$ cat src/logic/pmw_defs.svh
// Constants for the operating-mode and wake-up controller.
// Assumes inclusion by bare name; guarded against double inclusion.
`ifndef PMW_DEFS_SVH
`define PMW_DEFS_SVH

`define PORT_A_W          8
`define IRQ_W             8
`define SYNC_W            10
`define SYNC_FAST_EDGE    8
`define SYNC_SLOW_READY   9
`define FAST_CNT_W        5
`define FAST_STABLE_CLKS  5'h10
`define CLK_SEL_RESET     1'h1
`define MODE_W            3
`define MODE_FAST         3'h0
`define MODE_SLOW         3'h1
`define MODE_SLEEP        3'h2
`define MODE_IDLE_SLOW    3'h3
`define MODE_IDLE_BOTH    3'h4
`define MODE_IDLE_FAST    3'h5

`endif

$ cat src/logic/pmw_pkg.sv
// Types shared by the mode controller and its pin synchroniser.
// Assumes pmw_defs.svh is on the include path.
`include "pmw_defs.svh"

package pmw_pkg;

    typedef enum logic [5:0] {
        ST_RUN_FAST = 6'h01,
        ST_TO_SLOW  = 6'h02,
        ST_RUN_SLOW = 6'h04,
        ST_TO_FAST  = 6'h08,
        ST_HALTED   = 6'h10,
        ST_WAKE     = 6'h20
    } pm_state_e;

    typedef enum logic [1:0] {
        WK_PIN      = 2'h0,
        WK_IRQ_NEXT = 2'h1,
        WK_IRQ_TAKE = 2'h2,
        WK_WDT      = 2'h3
    } wake_cause_e;

    typedef struct packed {
        logic [`SYNC_W-1:0] s1;
        logic [`SYNC_W-1:0] s2;
        logic [`SYNC_W-1:0] s3;
    } sync_s;

    typedef struct packed {
        logic fast_run;
        logic sub_run;
        logic sys_run;
        logic core_run;
        logic retain;
    } clk_gate_s;

    typedef struct packed {
        logic resume_next;
        logic irq_take;
        logic pc_sp_reset;
    } resume_s;

    typedef struct packed {
        pm_state_e              state;
        logic                   clk_sel;
        logic [`FAST_CNT_W-1:0] fast_cnt;
        logic                   fast_stable;
        logic                   power_down_flag;
        logic                   tof;
        logic [`IRQ_W-1:0]      irq_armed;
        wake_cause_e            cause;
        logic                   woke;
        logic [`MODE_W-1:0]     mode;
        clk_gate_s              gate;
        resume_s                res;
        logic                   wdt_clear;
        logic                   wdt_run;
    } ctrl_s;

endpackage

$ cat src/logic/power_mode_wakeup_controller.sv
// Operating-mode controller: clock select, halt modes, power flags, wake-up.
// Assumes core strobes are on core_clk_in; pins and oscillator signals are async.
`timescale 1ns/1ns
`include "pmw_defs.svh"

// Contract
// - Mode changes only by select bit or halt
// - Select written 1 in fast: go slow
// - Slow switch completes once slow oscillator stable
// - Fast oscillator restarts, stabilises before use
// - Halt with both enables 0: sleep
// - Fast 0, slow 1: slow-only idle
// - Both enables 1: both-clocks idle
// - Fast 1, slow 0: fast-only idle
// - Memory, registers, ports retained while halted
// - Halt sets power-down, clears timeout flag
// - Halt clears watchdog; runs only if enabled
// - Wake on pin fall, interrupt, watchdog
// - Power-up or clear-watchdog clears power-down flag
// - Watchdog wake sets timeout, resets PC/SP
// - Per-pin wake enable for port A
// - Pin wake resumes after halt
// - Disabled or stack-full interrupt resumes after halt
// - Enabled interrupt with stack room serviced immediately
// - Interrupt pending before halt cannot wake
// - Select 0 fast, 1 sub; resets 1
// - Fast stable flag after 16 oscillator clocks
module power_mode_wakeup_controller
    import pmw_pkg::*;
(
    input  wire logic                   core_clk_in,
    input  wire logic                   rst_in,
    input  wire logic                   clk_sel_wr_in,
    input  wire logic                   clk_sel_in,
    input  wire logic                   fast_osc_enable_in,
    input  wire logic                   fast_osc_idle_enable_in,
    input  wire logic                   slow_osc_idle_enable_in,
    input  wire logic                   halt_in,
    input  wire logic                   clear_watchdog_in,
    input  wire logic                   wdt_enable_in,
    input  wire logic                   wdt_overflow_in,
    input  wire logic [`PORT_A_W-1:0]   port_a_in,
    input  wire logic [`PORT_A_W-1:0]   port_a_wake_enable_in,
    input  wire logic [`IRQ_W-1:0]      irq_req_in,
    input  wire logic [`IRQ_W-1:0]      irq_enable_in,
    input  wire logic                   stack_full_in,
    input  wire logic                   fast_osc_edge_in,
    input  wire logic                   slow_osc_ready_in,
    output logic                        clk_sel_out,
    output logic                        fast_osc_stable_flag_out,
    output logic                        fast_osc_run_out,
    output logic                        sub_clock_run_out,
    output logic                        sys_clk_run_out,
    output logic                        core_run_out,
    output logic                        retain_out,
    output logic                        power_down_flag_out,
    output logic                        watchdog_timeout_flag_out,
    output logic                        wdt_clear_out,
    output logic                        wdt_run_out,
    output logic [`MODE_W-1:0]          mode_out,
    output logic                        resume_next_out,
    output logic                        irq_take_out,
    output logic                        pc_sp_reset_out
);

    ctrl_s r_ff;
    ctrl_s nxt_r;

    logic [`SYNC_W-1:0] pin_lvl;
    logic [`SYNC_W-1:0] pin_fall;
    logic [`SYNC_W-1:0] pin_rise;

    pin_sync u_sync (
        .core_clk_in (core_clk_in),
        .rst_in      (rst_in),
        .pins_in     ({slow_osc_ready_in, fast_osc_edge_in, port_a_in}),
        .level_out   (pin_lvl),
        .fall_out    (pin_fall),
        .rise_out    (pin_rise)
    );

    logic                slow_ready;
    logic                fast_edge;
    logic                in_run;
    logic                halt_go;
    logic                pin_wake;
    logic [`IRQ_W-1:0]   irq_hit;
    logic                irq_wake;
    logic                sel_ready;

    assign slow_ready = pin_lvl[`SYNC_SLOW_READY];
    assign fast_edge  = pin_rise[`SYNC_FAST_EDGE];
    assign in_run     = (r_ff.state == ST_RUN_FAST) | (r_ff.state == ST_RUN_SLOW);
    assign halt_go    = halt_in & in_run;
    assign pin_wake   = |(pin_fall[`PORT_A_W-1:0] & port_a_wake_enable_in);
    assign irq_hit    = irq_req_in & r_ff.irq_armed;
    assign irq_wake   = |irq_hit;
    // Resume only on the clock chosen before the halt
    assign sel_ready  = r_ff.clk_sel ? slow_ready : r_ff.fast_stable;

    always_comb begin
        nxt_r     = r_ff;
        nxt_r.res = '0;
        nxt_r.wdt_clear = 1'b0;
        nxt_r.wdt_run   = wdt_enable_in;

        // Count stable oscillator edges; the flag drops as soon as it stops
        if (!r_ff.gate.fast_run) begin
            nxt_r.fast_cnt = '0;
        end else if (fast_edge && (r_ff.fast_cnt != `FAST_STABLE_CLKS)) begin
            nxt_r.fast_cnt = r_ff.fast_cnt + `FAST_CNT_W'(1);
        end
        nxt_r.fast_stable = (nxt_r.fast_cnt == `FAST_STABLE_CLKS);

        if (clear_watchdog_in && in_run) begin
            nxt_r.power_down_flag       = 1'b0;
            nxt_r.wdt_clear = 1'b1;
        end

        case (r_ff.state)
            ST_RUN_FAST: begin
                nxt_r.mode = `MODE_FAST;
                if (clk_sel_wr_in && clk_sel_in) begin
                    nxt_r.clk_sel = 1'b1;
                    nxt_r.state   = ST_TO_SLOW;
                end
            end
            ST_TO_SLOW: begin
                if (slow_ready) begin
                    nxt_r.state = ST_RUN_SLOW;
                    nxt_r.mode  = `MODE_SLOW;
                end
            end
            ST_RUN_SLOW: begin
                nxt_r.mode = `MODE_SLOW;
                if (clk_sel_wr_in && !clk_sel_in) begin
                    nxt_r.clk_sel = 1'b0;
                    nxt_r.state   = ST_TO_FAST;
                end
            end
            ST_TO_FAST: begin
                // Stay on the sub clock until the fast one has settled
                if (r_ff.fast_stable) begin
                    nxt_r.state = ST_RUN_FAST;
                    nxt_r.mode  = `MODE_FAST;
                end
            end
            ST_HALTED: begin
                if (wdt_overflow_in) begin
                    nxt_r.cause = WK_WDT;
                    nxt_r.tof   = 1'b1;
                    nxt_r.state = ST_WAKE;
                end else if (irq_wake) begin
                    if (|(irq_hit & irq_enable_in) && !stack_full_in) begin
                        nxt_r.cause = WK_IRQ_TAKE;
                    end else begin
                        nxt_r.cause = WK_IRQ_NEXT;
                    end
                    nxt_r.state = ST_WAKE;
                end else if (pin_wake) begin
                    nxt_r.cause = WK_PIN;
                    nxt_r.state = ST_WAKE;
                end
                nxt_r.woke = (nxt_r.state == ST_WAKE);
            end
            ST_WAKE: begin
                if (sel_ready) begin
                    nxt_r.state = r_ff.clk_sel ? ST_RUN_SLOW : ST_RUN_FAST;
                    nxt_r.mode  = r_ff.clk_sel ? `MODE_SLOW : `MODE_FAST;
                    nxt_r.woke  = 1'b0;
                    if (r_ff.woke) begin
                        nxt_r.res.resume_next = (r_ff.cause == WK_PIN) |
                                                (r_ff.cause == WK_IRQ_NEXT);
                        nxt_r.res.irq_take    = (r_ff.cause == WK_IRQ_TAKE);
                        nxt_r.res.pc_sp_reset = (r_ff.cause == WK_WDT);
                    end
                end
            end
            default: begin
                nxt_r.state = ST_WAKE;
            end
        endcase

        // Halt wins over a same-cycle clear-watchdog on the power-down flag
        if (halt_go) begin
            nxt_r.state     = ST_HALTED;
            nxt_r.clk_sel   = r_ff.clk_sel;
            nxt_r.power_down_flag       = 1'b1;
            nxt_r.tof       = 1'b0;
            nxt_r.wdt_clear = 1'b1;
            nxt_r.irq_armed = ~irq_req_in;
            nxt_r.woke      = 1'b0;
            case ({fast_osc_idle_enable_in, slow_osc_idle_enable_in})
                2'h0:    nxt_r.mode = `MODE_SLEEP;
                2'h1:    nxt_r.mode = `MODE_IDLE_SLOW;
                2'h3:    nxt_r.mode = `MODE_IDLE_BOTH;
                default: nxt_r.mode = `MODE_IDLE_FAST;
            endcase
        end

        nxt_r.gate = '0;
        case (nxt_r.state)
            ST_RUN_SLOW: begin
                nxt_r.gate = '{fast_run: fast_osc_enable_in, sub_run: 1'b1,
                               sys_run: 1'b1, core_run: 1'b1, retain: 1'b0};
            end
            ST_HALTED: begin
                nxt_r.gate.fast_run = (nxt_r.mode == `MODE_IDLE_BOTH) |
                                      (nxt_r.mode == `MODE_IDLE_FAST);
                nxt_r.gate.sub_run  = (nxt_r.mode == `MODE_IDLE_BOTH) |
                                      (nxt_r.mode == `MODE_IDLE_SLOW);
                nxt_r.gate.sys_run  = nxt_r.clk_sel ? nxt_r.gate.sub_run :
                                                      nxt_r.gate.fast_run;
                nxt_r.gate.retain   = 1'b1;
            end
            ST_WAKE: begin
                nxt_r.gate.fast_run = ~nxt_r.clk_sel;
                nxt_r.gate.sub_run  = 1'b1;
                nxt_r.gate.retain   = 1'b1;
            end
            default: begin
                nxt_r.gate = '{fast_run: 1'b1, sub_run: 1'b1,
                               sys_run: 1'b1, core_run: 1'b1, retain: 1'b0};
            end
        endcase
    end

    always_ff @(posedge core_clk_in) begin
        if (rst_in) begin
            r_ff         <= '0;
            r_ff.state   <= ST_WAKE;
            r_ff.clk_sel <= `CLK_SEL_RESET;
            r_ff.mode    <= `MODE_SLOW;
            r_ff.gate    <= '{fast_run: 1'b0, sub_run: 1'b1,
                              sys_run: 1'b0, core_run: 1'b0, retain: 1'b1};
        end else begin
            r_ff <= nxt_r;
        end
    end

    assign clk_sel_out               = r_ff.clk_sel;
    assign fast_osc_stable_flag_out  = r_ff.fast_stable;
    assign fast_osc_run_out          = r_ff.gate.fast_run;
    assign sub_clock_run_out         = r_ff.gate.sub_run;
    assign sys_clk_run_out           = r_ff.gate.sys_run;
    assign core_run_out              = r_ff.gate.core_run;
    assign retain_out                = r_ff.gate.retain;
    assign power_down_flag_out       = r_ff.power_down_flag;
    assign watchdog_timeout_flag_out = r_ff.tof;
    assign wdt_clear_out             = r_ff.wdt_clear;
    assign wdt_run_out               = r_ff.wdt_run;
    assign mode_out                  = r_ff.mode;
    assign resume_next_out           = r_ff.res.resume_next;
    assign irq_take_out              = r_ff.res.irq_take;
    assign pc_sp_reset_out           = r_ff.res.pc_sp_reset;
endmodule

$ cat src/logic/pin_sync.sv
// Two-flop synchroniser with edge detection for asynchronous pins.
// Assumes pins are asynchronous to core_clk_in; edges come from stages 2 and 3.
`timescale 1ns/1ns
`include "pmw_defs.svh"

module pin_sync
    import pmw_pkg::*;
(
    input  wire logic              core_clk_in,
    input  wire logic              rst_in,
    input  wire logic [`SYNC_W-1:0] pins_in,
    output logic      [`SYNC_W-1:0] level_out,
    output logic      [`SYNC_W-1:0] fall_out,
    output logic      [`SYNC_W-1:0] rise_out
);

    sync_s r_ff;
    sync_s nxt_r;

    always_comb begin
        nxt_r    = r_ff;
        nxt_r.s1 = pins_in;
        nxt_r.s2 = r_ff.s1;
        nxt_r.s3 = r_ff.s2;
    end

    always_ff @(posedge core_clk_in) begin
        if (rst_in) begin
            r_ff <= '0;
        end else begin
            r_ff <= nxt_r;
        end
    end

    genvar i;
    generate
        for (i = 0; i < `SYNC_W; i++) begin : g_bit
            assign level_out[i] = r_ff.s2[i];
            assign fall_out[i]  = r_ff.s3[i] & ~r_ff.s2[i];
            assign rise_out[i]  = ~r_ff.s3[i] & r_ff.s2[i];
        end
    endgenerate

endmodule

$ cat config.mk
export PLATFORM = sky130hd
export DESIGN_NAME = power_mode_wakeup_controller
export DESIGN_NICKNAME = d
export VERILOG_FILES = /design/src/logic/pmw_pkg.sv /design/src/logic/power_mode_wakeup_controller.sv /design/src/logic/pin_sync.sv
export VERILOG_INCLUDE_DIRS = /design/src /design/src/logic
export SDC_FILE = /design/constraint.sdc
export NUM_CORES = 1
export LEC_CHECK = 0
export BUFFER_PORTS_ARGS = -buffer_cell sky130_fd_sc_hd__buf_2
export CAP_MARGIN = 5
export CORE_ASPECT_RATIO = 0.6
export CORE_UTILIZATION = 34
export CTS_BUF_LIST = sky130_fd_sc_hd__clkbuf_8
export DETAILED_ROUTE_END_ITERATION = 8
export PLACE_DENSITY = 0.6
export SLEW_MARGIN = 15
export SYNTH_ARGS = -nofsm -noshare
export SYNTH_HDL_FRONTEND = slang
export SYNTH_HIERARCHICAL = 1
export SYNTH_SLANG_ARGS = --single-unit
$ cat constraint.sdc
create_clock -name core_clk_in -period 2 [get_ports core_clk_in]
set_input_delay 0.2 -clock core_clk_in [delete_from_list [all_inputs] [get_ports core_clk_in]]
set_output_delay 0.2 -clock core_clk_in [all_outputs]
set_load 0.03 [all_outputs]
# Yosys cells after proc, flatten, opt, wreduce, memory -nomap -nowiden
# Cells that the tools add are included.
# totals
output_inout_bits	17
wordCells	136
ff_bits	68
input_bits	46
# classes
n_mux	39
reduce_logical	21
eq_ne	21
bitwise_logic	31
addsub	1
# ops
op	count
two-way mux 6 bit	7
one-hot mux 6 bit (6 select lines)	1
bitwise AND 8 bit	3
OR reduction 8 bit	3
two-way mux 7 bit	3
== test 6 bit, second input constant	3
one-hot mux 3 bit (5 select lines)	1
NOT 1 bit	13
== test 6 x 3 -> 1 bit, second input constant	2
== test 6 x 5 -> 1 bit, second input constant	2
two-way mux 3 bit	4
bitwise AND 1 bit	10
two-way mux 1 bit	10
two-way mux 10 bit	1
two-way mux 5 bit	2
one-hot mux 3 bit (3 select lines)	1
two-way mux 2 bit	4
NOT 8 bit	1
== test 2 bit, second input constant	3
== test 3 bit, second input constant	2
== test 6 x 1 -> 1 bit, second input constant	1
== test 6 x 2 -> 1 bit, second input constant	1
== test 6 x 4 -> 1 bit, second input constant	1
one-hot mux 1 bit (2 select lines)	3
17 further kinds	31

# Longest topological paths before layout
# Gate-level depths: netlist of run 1.
# depth
depth_word	13
ltp_mapped	8

# Modules after synthesis
# The synthesis of run 1 kept the hierarchy.
# by_module_without_submodules
module	cells_per_inst	area_per_inst_um2	n_inst
power_mode_wakeup_controller	237	2013.2	1
pin_sync	93	1097.3	1

# Worst setup path after synthesis of run 1
# No wires, ideal clock.
# synth_timing
path_type	flip-flop to flip-flop
start	register r_ff[35] in the netlist's numbering
end	register r_ff (netlist bit sys_clk_run_out)
period_less_slack_ps	1839
arrival_time_ps	1710
setup_time_ps	130
path_stages_with_launch	9
setup_slack_ps	161
path_cell_list	dfxtp_1 > buf_2 > nor2_1 > and4b_1 > a2111oi_4 > nor3_2 > nor3_4 > nand2b_1 > o211ai_1
# synth_via
elab_chain_cells	8
# synth_lines
item	line	rtl
start: declaration	power_mode_wakeup_controller.sv:66	ctrl_s r_ff;
start signal: assignment	power_mode_wakeup_controller.sv:237	r_ff <= nxt_r;
two-way mux 6 bit, or another cell as far along	power_mode_wakeup_controller.sv:160	end else if (pin_wake) begin
two-way mux 6 bit or OR 1 bit (tied branches)	power_mode_wakeup_controller.sv:153, power_mode_wakeup_controller.sv:93	
two-way mux 6 bit or bitwise AND 1 bit (tied branches)	power_mode_wakeup_controller.sv:149, power_mode_wakeup_controller.sv:94	
two-way mux 6 bit or two-way mux 3 bit (tied branches)	power_mode_wakeup_controller.sv:120, power_mode_wakeup_controller.sv:185	
one-hot mux 6 bit (6 select lines), or another cell as far along	power_mode_wakeup_controller.sv:120	case (r_ff.state)
two-way mux 7 bit, or another cell as far along	power_mode_wakeup_controller.sv:185	if (halt_go) begin
== test 6 bit, or another cell as far along	power_mode_wakeup_controller.sv:202	case (nxt_r.state)
one-hot mux 1 bit (2 select lines) (*)	power_mode_wakeup_controller.sv:202	
# Every way passes the cells marked *; elsewhere a longest branch is shown, timed or not. The select of a mux whose other input is x is not followed.
# A chain may end at the register's enable or synchronous reset.

# Worst setup path in the final report of run 1
# Ends and elaborated chain as after synthesis.

==> results of run 1 <==
[sequential cells by signal, summed over array words and instances (netlist names), 3 cells and up]
register and flops:
r_ff 22, u_sync/level_out 10, u_sync/nxt_r 10, u_sync/r_ff 9, mode_out 3
[metrics by stage]
step | worst slack [ns] | power (W) | utilization (%) | hold WS, ns
floorplan | 0.161 | 0.00164 | - | 0.296
detailed placement | -0.0639 | 0.00176 | 41.5 | 0.400
finish | 0.0111 | 0.00289 | 45.3 | 0.0438
CTS | 0.0142 | 0.00292 | 44.3 | 0.0165
global route | -0.0788 | 0.00304 | 45.3 | 0.0170
global placement | 0.0387 | 0.00175 | 41.5 | 0.395
[worst paths after layout]
kind / slack [ns] / to
max: 0.01 / sys_clk_run_out
min: 0.04 / r_ff[22]
max reg2reg: 0.01 / sys_clk_run_out
min reg2reg: 0.43 / irq_take_out
[cell type report]
type | instances | area share (%)
clock buffer | 10 | 3.74
sequential | 68 | 37.3
timing repair buffer | 75 | 11.1
clock inverter | 6 | 1.73
tap | 108 | 3.67
inverter | 12 | 1.22
multi-input combinational | 216 | 41.3
[per-layer routing]
metal / routed length (um) / share of wire (%) / GRT usage (%) / vias up
met4: 67 / 0.99 / 6.64 / 0
met1: 3380 / 50 / 23.3 / 1135
met5: 0 / 0 / 0 / -
met2: 2680 / 40 / 21.9 / 99
met3: 609 / 9.0 / 6.60 / 7
li1: - / - / - / 1232
[cells in the final DEF (no fill, tap or decap), types with 3 or more instances in the layout]
master	instances
a211oi_1	9
a21oi_1	9
a22oi_1	3
a31oi_1	8
and2_1	3
and3_1	6
buf_2	62
buf_4	13
clkbuf_8	10
dfxtp_1	62
dfxtp_2	4
ha_1	6
inv_1	11
nand2_1	19
nand2b_1	4
nand3_1	6
nand3b_1	6
nand4_1	5
nor2_1	35
nor2b_1	12
nor2b_2	29
nor3_1	5
o211ai_1	3
o21ai_0	3
or2_1	3
xnor2_1	3
xor2_1	3
[power by group through the flow]
stage / combinational, W / sequential, W / clock (W)
6_report: 0.000340 / 0.00142 / 0.00113
3_3_place_gp: 0.000304 / 0.00145 / 0
4_1_cts: 0.000321 / 0.00142 / 0.00118
5_1_grt: 0.000373 / 0.00142 / 0.00124
3_5_place_dp: 0.000309 / 0.00145 / 0
2_1_floorplan: 0.000181 / 0.00146 / 0
[critical path: stages (launching register included)]
cell and delay, ns:
dfxtp_4 0.39, nor4_4 0.33, nand3b_1 0.19, buf_4 0.20
o211ai_1 0.20, mux2_2 0.20, nor2_1 0.08, o2111ai_2 0.18
o211ai_1 0.11
[repair_timing]
item | CTS | global route
buffers inserted | 1 | 3
pin swaps | 2 | 5
cloned | 0 | 0
resized for setup | 6 | 14
endpoints found under the setup margin | 3 | 9
==> out/results.ini, run 1 <==
[sta]
max_freq_ghz = 0.503
slew_viol_final = 0
tightest_slew_ns = 0.560
hold_violations = 0
finalCritPeriodShare_pct = 99.4
rsz0062_at_grt = true
finClkSkew_ns = 0.00823
fin_crit_ns = 1.99
setup_tns_ns = 0
setup_viol = 0
relSlewSlack_pct = 62.7

[cells_and_area]
drive_above_1_share_pct = 37.0
instances_no_fill = 495
design_area_sq_mm = 0.00368
diodes = 0
fill_cells = 795
ff_latch_area_sq_mm = 0.00137
multiInputGateArea_sq_mm = 0.00152
fin_nets = 434
syn_to_final_growth_pct = 25.0

[grt]
grt_max_degree = 42
grt_pass1_wl_um = 11200
grt.overflow.total = 0
grt_pass1_vias = 2272
grt_use_total_pct = 16.5
antenna_found_initial = 0

[clock_tree]
root_buffer = clkbuf_8
numCtsBuffers = 9
clk_latency_ns = 0.34
tritoncts = yes
clkTransAtPathRegs_ns = 0.07
cts.sinks = 68
ctsLongestPathBuffers = 2
hold_buffers = 0
cts_max_level = 3

[power]
leakage_nw = 1.51
pwr-share-seq_pct = 49.1
p_int_w = 0.00215
p_sw_w = 0.000737
switching_share_pct = 25.5
power.density_mw_per_mm2 = 785
ir_worst_vdd_uv = 437
comb_power_share_pct = 11.7
clkPwrFrac_pct = 39.2

[detailed_routing]
num_vias = 2473
via_per_inst = 5.00
drtIter0Drc = 146
dr.pass1.iters = 4
wire_per_inst_um = 13.6
route.detailed.drc = 0
drt_wl_total_um = 6740
ant_nets = 0

[critical_path]
start_kind = flop
arrival_ns = 2.21
cp_max_fo = 8
startpoint = r_ff[35]
worstReg2RegStart = r_ff[35]
worstPathRequired_ns = 2.22
critPathKind = flop to flop
cp-end-kind = flop
ff2ff_path_depth = 8

[min_path]
min-delay-start = irq_req_in[6]
hold_path_depth = 2
hp-class = input pin to flop

[job]
maxCapViolCount = 0

[floorplan]
pin_count = 63
start_util_pct = 36.2
die_w_um = 122
rows = 25
die_h_um = 74.1
die-area_sq_mm = 0.00905
coreArea_sq_mm = 0.00813

[synthesis]
yosysWarningCount = 6
synth.cell_area_sq_mm = 0.00295
syn_inst = 308
synth_nets = 360
synth_area_per_cell_sq_um = 9.56

[placement]
io_buffers = 62
dp_hpwl_um = 5050
placed_area_sq_mm = 0.00337
gp_congestion = 0.939
placedCellCount = 475

[outcome]
outcome = finished clean

Power figures use the tool's default switching activity.
==> run 2, diff against run 1 <==
--- a/config.mk
+++ b/config.mk
@@ -12,8 +12,9 @@
 export CORE_UTILIZATION = 34
 export CTS_BUF_LIST = sky130_fd_sc_hd__clkbuf_8
 export DETAILED_ROUTE_END_ITERATION = 8
+export MAX_ROUTING_LAYER = met4
 export PLACE_DENSITY = 0.6
-export SLEW_MARGIN = 15
+export SLEW_MARGIN = 10
 export SYNTH_ARGS = -nofsm -noshare
 export SYNTH_HDL_FRONTEND = slang
 export SYNTH_HIERARCHICAL = 1
==> out/results.ini, run 2 (same netlist as run 1, synthesis figures left out) <==
[sta]
finClkSkew_ns = 0.0142  ; +0.00595 ns
hold_violations = 0  ; unchanged
whs_ns = 0.0451  ; +0.00126 ns
finalCritPeriodShare_pct = 100  ; +0.55 points
setup_viol = 0  ; unchanged
fin_crit_ns = 2.00  ; +0.0110 ns
slew_viol_final = 0  ; unchanged
relSlewSlack_pct = 69.3  ; +6.6 points
max_freq_ghz = 0.500  ; -0.55%
tightest_slew_ns = 0.458  ; -0.102 ns
rsz0062_at_grt = true

[grt]
grt_use_met3_pct = 5.44  ; -1.2 points
grt.overflow.total = 0  ; unchanged
grt_pass1_vias = 2252  ; -0.88%
grt.busiest_layer = met1
grt_use_total_pct = 17.1  ; +0.58 points
gr-usage-met1_pct = 24.4  ; +1.1 points
met2_usage_pct = 21.7  ; -0.19 points
grt_pass1_wl_um = 11100  ; -0.31%
antenna_found_initial = 0  ; unchanged
grt_max_degree = 26  ; -38%

[critical_path]
start_kind = flop
cp_top_family = simple AND/OR/NAND/NOR gates
cp_slowest_cell = dfxtp_4
worstPathRequired_ns = 2.23  ; about the same
cp_num_buf_inv = 4  ; +3
path_cells = buf_4, nor4_4, buf_4, nand3b_1, inv_2, nand4_1, buf_4, nand2_1, a21o_1, a31oi_1
critPathKind = flop to flop
cp_max_fo = 4  ; -4
path_common_cell = buf_4
arrival_ns = 2.23  ; +0.02 ns
cp-end-kind = flop
worst_path_largest_cell_delay_ns = 0.36  ; -0.03 ns

[clock_tree]
ctsLongestPathBuffers = 2  ; unchanged
clk_latency_ns = 0.35  ; about the same
cts.sinks = 68  ; unchanged
numCtsBuffers = 9  ; unchanged
hold_buffers = 0  ; unchanged
clkTransAtPathRegs_ns = 0.08  ; about the same
tritoncts = yes
cts_max_level = 3  ; unchanged
root_buffer = clkbuf_8

[cells_and_area]
syn_to_final_growth_pct = 27.9
fin_nets = 444  ; +2.3%
diodes = 0  ; unchanged
fin_util_pct = 46.3  ; +1.0 points
drive_above_1_share_pct = 38.0  ; +1.0 points
instances_no_fill = 503  ; +1.6%
largest_register = r_ff
final_cell_mix = 62 x dfxtp_1, 62 x buf_2, 35 x nor2_1, 29 x nor2b_2, 22 x buf_4
largest_reg_flops = 22  ; unchanged

[detailed_routing]
ant_nets = 0  ; unchanged
route.detailed.drc = 0  ; unchanged
dr.pass1.iters = 4  ; unchanged
wire_per_inst_um = 14.0  ; +2.6%
via_per_inst = 4.90  ; -1.9%
drtIter0Drc = 185  ; +27%
drt_wl_total_um = 7030  ; +4.3%
num_vias = 2465  ; -0.32%

[placement]
placedCellCount = 485  ; +2.1%
gp_congestion = 0.872  ; -7.2%
dp_hpwl_um = 5290  ; +4.8%
io_buffers = 62  ; unchanged

[outcome]
outcome = finished clean

[floorplan]
pin_count = 63  ; unchanged
die_h_um = 74.1  ; unchanged
start_util_pct = 36.2  ; unchanged
die-area_sq_mm = 0.00905  ; unchanged
rows = 25  ; unchanged
coreArea_sq_mm = 0.00813  ; unchanged
die_w_um = 122  ; unchanged

[power]
power.density_mw_per_mm2 = 762  ; -2.9%
ir_worst_vdd_uv = 404  ; -7.5%
leakage_nw = 1.57  ; +4.4%

[min_path]
hp-class = input pin to flop

[job]
maxCapViolCount = 0  ; unchanged

## run 2: worst reg2reg max path, cell delays in order, from the launching register on
cell      delay, ns
dfxtp_4        0.36
buf_4          0.14
nor4_4         0.20
buf_4          0.17
nand3b_1       0.17
inv_2          0.11
nand4_1        0.21
buf_4          0.22
nand2_1        0.07
a21o_1         0.13
a31oi_1        0.08
## run 2: metal layers
layer  part of all wire (%)  up-vias
met2                     39       91
met3                    8.8       10
met5                      0        -
li1                       -     1249
met4                    1.5        0
met1                     50     1115
## run 2: path summary, 6_finish.rpt
kind	from	endpoint	slack, ns	cells after the start
worst max-delay path	r_ff[33]	fast_osc_run_out	0.0001	10
worst min-delay path	irq_req_in[6]	r_ff[22]	0.05	2
worst max register to register	r_ff[33]	fast_osc_run_out	0.0001	10
worst min register to register	r_ff[14]	irq_take_out	0.44	1
## run 2: layout make-up
| cell class | count | area, sq um |
|---|---|---|
| Timing Repair Buffer | 85 | 487 |
| Inverter | 12 | 45.0 |
| Sequential cell | 68 | 1380 |
| Fill cell | 816 | 4370 |
| Clock inverter | 3 | 38.8 |
| Tap cell | 108 | 135 |
| Multi-Input combinational cell | 216 | 1530 |
| Clock buffer | 11 | 151 |
## run 2: stage by stage
stage | setup TNS (ns) | instance area [sq um] | setup slack, ns | total power [W]
after global routing | -0.327 | 3770 | -0.112 | 0.00300
final | 0 | 3770 | 0.000117 | 0.00287
after CTS | 0 | 3650 | 0.00140 | 0.00289
after floorplan | 0 | 2950 | 0.161 | 0.00164
after global placement | -0.127 | 3450 | -0.101 | 0.00177
after detailed placement | -0.145 | 3450 | -0.106 | 0.00177
## run 2: timing repair
action | 4_1_cts | 5_1_grt
gates resized for setup | 4 | 20
pin swaps | 1 | 14
setup endpoints to repair | 3 | 5
setup buffers | 0 | 5
## run 2: where the power goes
| group | internal, W | switching, W | leakage, nW |
|---|---|---|---|
| logic | 0.000160 | 0.000186 | 0.914 |
| clock network | 0.000623 | 0.000483 | 0.102 |
| registers | 0.00139 | 0.0000247 | 0.557 |
==> run 3, diff against run 2 <==
--- a/config.mk
+++ b/config.mk
@@ -13,7 +13,8 @@
 export CTS_BUF_LIST = sky130_fd_sc_hd__clkbuf_8
 export DETAILED_ROUTE_END_ITERATION = 8
 export MAX_ROUTING_LAYER = met4
-export PLACE_DENSITY = 0.6
+export PLACE_DENSITY = 0.58
+export RECOVER_POWER = 50
 export SLEW_MARGIN = 10
 export SYNTH_ARGS = -nofsm -noshare
 export SYNTH_HDL_FRONTEND = slang
==> constraint.sdc (replaced) <==
create_clock -name core_clk_in -period 1.9 [get_ports core_clk_in]
set_input_delay 0.19 -clock core_clk_in [delete_from_list [all_inputs] [get_ports core_clk_in]]
set_output_delay 0.19 -clock core_clk_in [all_outputs]
set_load 0.03 [all_outputs]
==> out/results.ini, run 3 (same netlist as run 1, synthesis figures left out) <==
[power]
p_int_w = 0.00210  ; -3.3%
ir_worst_vdd_uv = 539  ; +33%
leakage_nw = 1.53  ; -2.9%
p_sw_w = 0.000760  ; +9.6%
comb_power_share_pct = 13.1  ; +1.0 points
pwr-share-seq_pct = 52.0  ; +2.6 points
switching_share_pct = 26.5  ; +2.4 points
power.density_mw_per_mm2 = 762  ; about the same
clkPwrFrac_pct = 34.9  ; -3.6 points

[clock_tree]
ctsLongestPathBuffers = 2  ; unchanged
hold_buffers = 0  ; unchanged
numCtsBuffers = 9  ; unchanged
tritoncts = yes
cts_max_level = 3  ; unchanged
cts.sinks = 68  ; unchanged
clkTransAtPathRegs_ns = 0.08  ; about the same
root_buffer = clkbuf_8
clk_latency_ns = 0.34  ; about the same

[detailed_routing]
wire_per_inst_um = 13.5  ; -3.2%
maxUsedRoutingLayer = met4
wl_met1_um = 3500  ; -0.94%
dr_wl_met3_um = 438  ; -30%
via_per_inst = 4.87  ; -0.67%
num_vias = 2468  ; +0.12%
drt_wl_total_um = 6860  ; -2.4%
met2_wirelength_um = 2850  ; +2.8%
ant_nets = 0  ; unchanged
route.detailed.drc = 0  ; unchanged
dr.pass1.iters = 6  ; +2
drtIter0Drc = 110  ; -41%

[sta]
setup_viol = 3  ; +3
relSlewSlack_pct = 43.9  ; -25 points
tightest_slew_ns = 0.841  ; +0.383 ns
finalCritPeriodShare_pct = 105  ; +4.8 points
whs_ns = 0.0496  ; +0.00450 ns
fin_crit_ns = 1.99  ; -0.00923 ns
rsz0062_at_grt = true
timing.final.ws_setup_ns = -0.0907  ; -0.0908 ns
hold_violations = 0  ; unchanged
slew_viol_final = 0  ; unchanged
max_freq_ghz = 0.502  ; +0.46%
finClkSkew_ns = 0.0105  ; -0.00365 ns

[cells_and_area]
instances_no_fill = 507  ; +0.80%
largest_reg_flops = 22  ; unchanged
mostFrequentLayoutCell = dfxtp_1
diodes = 0  ; unchanged
drive_above_1_share_pct = 36.6  ; -1.4 points
syn_to_final_growth_pct = 27.7
fill_cells = 788  ; -3.4%
fin_nets = 446  ; +0.45%
final_cell_mix = 62 x dfxtp_1, 51 x buf_2, 35 x nor2_1, 28 x nor2b_2, 22 x buf_4
largest_register = r_ff

[job]
maxCapViolCount = 0  ; unchanged

[outcome]
violations = negative setup slack
outcome = finished with violations

[placement]
pre_cts_slack_ns = -0.151  ; -0.0449 ns
placedCellCount = 487  ; +0.41%
dp_hpwl_um = 5230  ; -1.1%
io_buffers = 62  ; unchanged
gp_congestion = 0.877  ; +0.64%

[floorplan]
die_h_um = 74.1  ; unchanged
start_util_pct = 36.2  ; unchanged
coreArea_sq_mm = 0.00813  ; unchanged
pin_count = 63  ; unchanged
rows = 25  ; unchanged
die-area_sq_mm = 0.00905  ; unchanged
die_w_um = 122  ; unchanged

[critical_path]
path_cells = nor4_4, nand3b_1, buf_4, o211ai_1, mux2_4, or2_1, nand2_1, o211ai_1
worstPathRequired_ns = 2.13  ; -0.10 ns
path_common_cell = o211ai_1
cp_max_fo = 7  ; +3
start_kind = flop
worst_path_largest_cell_delay_ns = 0.38  ; +0.02 ns
critPathKind = flop to flop
cp-end-kind = flop
arrival_ns = 2.22  ; about the same
cp_slowest_cell = dfxtp_4

[grt]
grt_pass1_wl_um = 10900  ; -2.4%
antenna_found_initial = 0  ; unchanged
grt_max_degree = 28  ; +7.7%
grt_use_total_pct = 16.4  ; -0.60 points
grt_pass1_vias = 2253  ; +0.044%
grt.overflow.total = 0  ; unchanged

[min_path]
hp-class = input pin to flop

-- run 3: cell types whose count changed in the layout (fill, tap and decap cells not counted), sizes merged --
cell,change
clkinv,+4
inv,-1
clkbuf,+11
bufinv,-1
clkinvlp,+2
buf,-11
-- run 3: worst paths after layout --
path	startpoint	endpoint	slack [ns]	cells past startpoint
worst min register to register	u_sync/nxt_r[19]	u_sync/level_out[9]	0.44	1
worst min-delay path	irq_req_in[5]	r_ff[21]	0.05	2
worst max-delay path	r_ff[35]	sub_clock_run_out	-0.09	8
worst max register to register	r_ff[35]	sub_clock_run_out	-0.09	8
-- run 3: per-stage QoR --
| stage | area, sq um | power [W] | TNS [ns] | utilization [%] |
|---|---|---|---|---|
| 2_1_floorplan | 2950 | 0.00173 | 0 | - |
| 3_3_place_gp | 3460 | 0.00186 | -0.244 | 42.6 |
| 3_5_place_dp | 3460 | 0.00186 | -0.320 | 42.6 |
| 4_1_cts | 3690 | 0.00289 | -0.163 | 45.4 |
| 5_1_grt | 3760 | 0.00301 | -0.634 | 46.2 |
| 6_report | 3760 | 0.00287 | -0.149 | 46.2 |
-- run 3: cell type report --
type	count	area, sq um	area share [%]
repair buffers	87	482	12.8
multi-input cells	216	1550	41.2
well taps	108	135	3.59
inverters	12	45.0	1.20
flip-flops and latches	68	1380	36.7
clock buffers	9	124	3.29
clock inverters	7	43.8	1.16
-- run 3: per-layer routing --
metal  vias up  global-route usage, %
met2        78                   23.1
met5         -                      -
li1       1250                      -
met1      1129                   21.9
met4         0                   5.42
met3        11                   5.60
-- run 3: what timing repair did --
item                                    in CTS  in global routing
gates cloned                                 0                  0
buffers inserted                             3                  2
endpoints found under the setup margin       3                 22
resized for setup                           11                 19
pin swaps                                    8                  8
-- run 3: critical path: cells and delay by family, from the launching register on --
kind / cells / cell delay (ns)
DFF: 1 / 0.38
and+or+nand+nor: 4 / 0.64
muxes: 1 / 0.19
AOI/OAI and AO/OA: 2 / 0.49
buffers and inverters: 1 / 0.18
-- run 3: power groups by stage --
stage	clock, W	combinational (W)	sequential [W]
after global placement	0	0.000335	0.00153
after global routing	0.00110	0.000412	0.00149
after detailed placement	0	0.000337	0.00153
final	0.00100	0.000374	0.00149
after floorplan	0	0.000191	0.00154
after CTS	0.00103	0.000369	0.00149
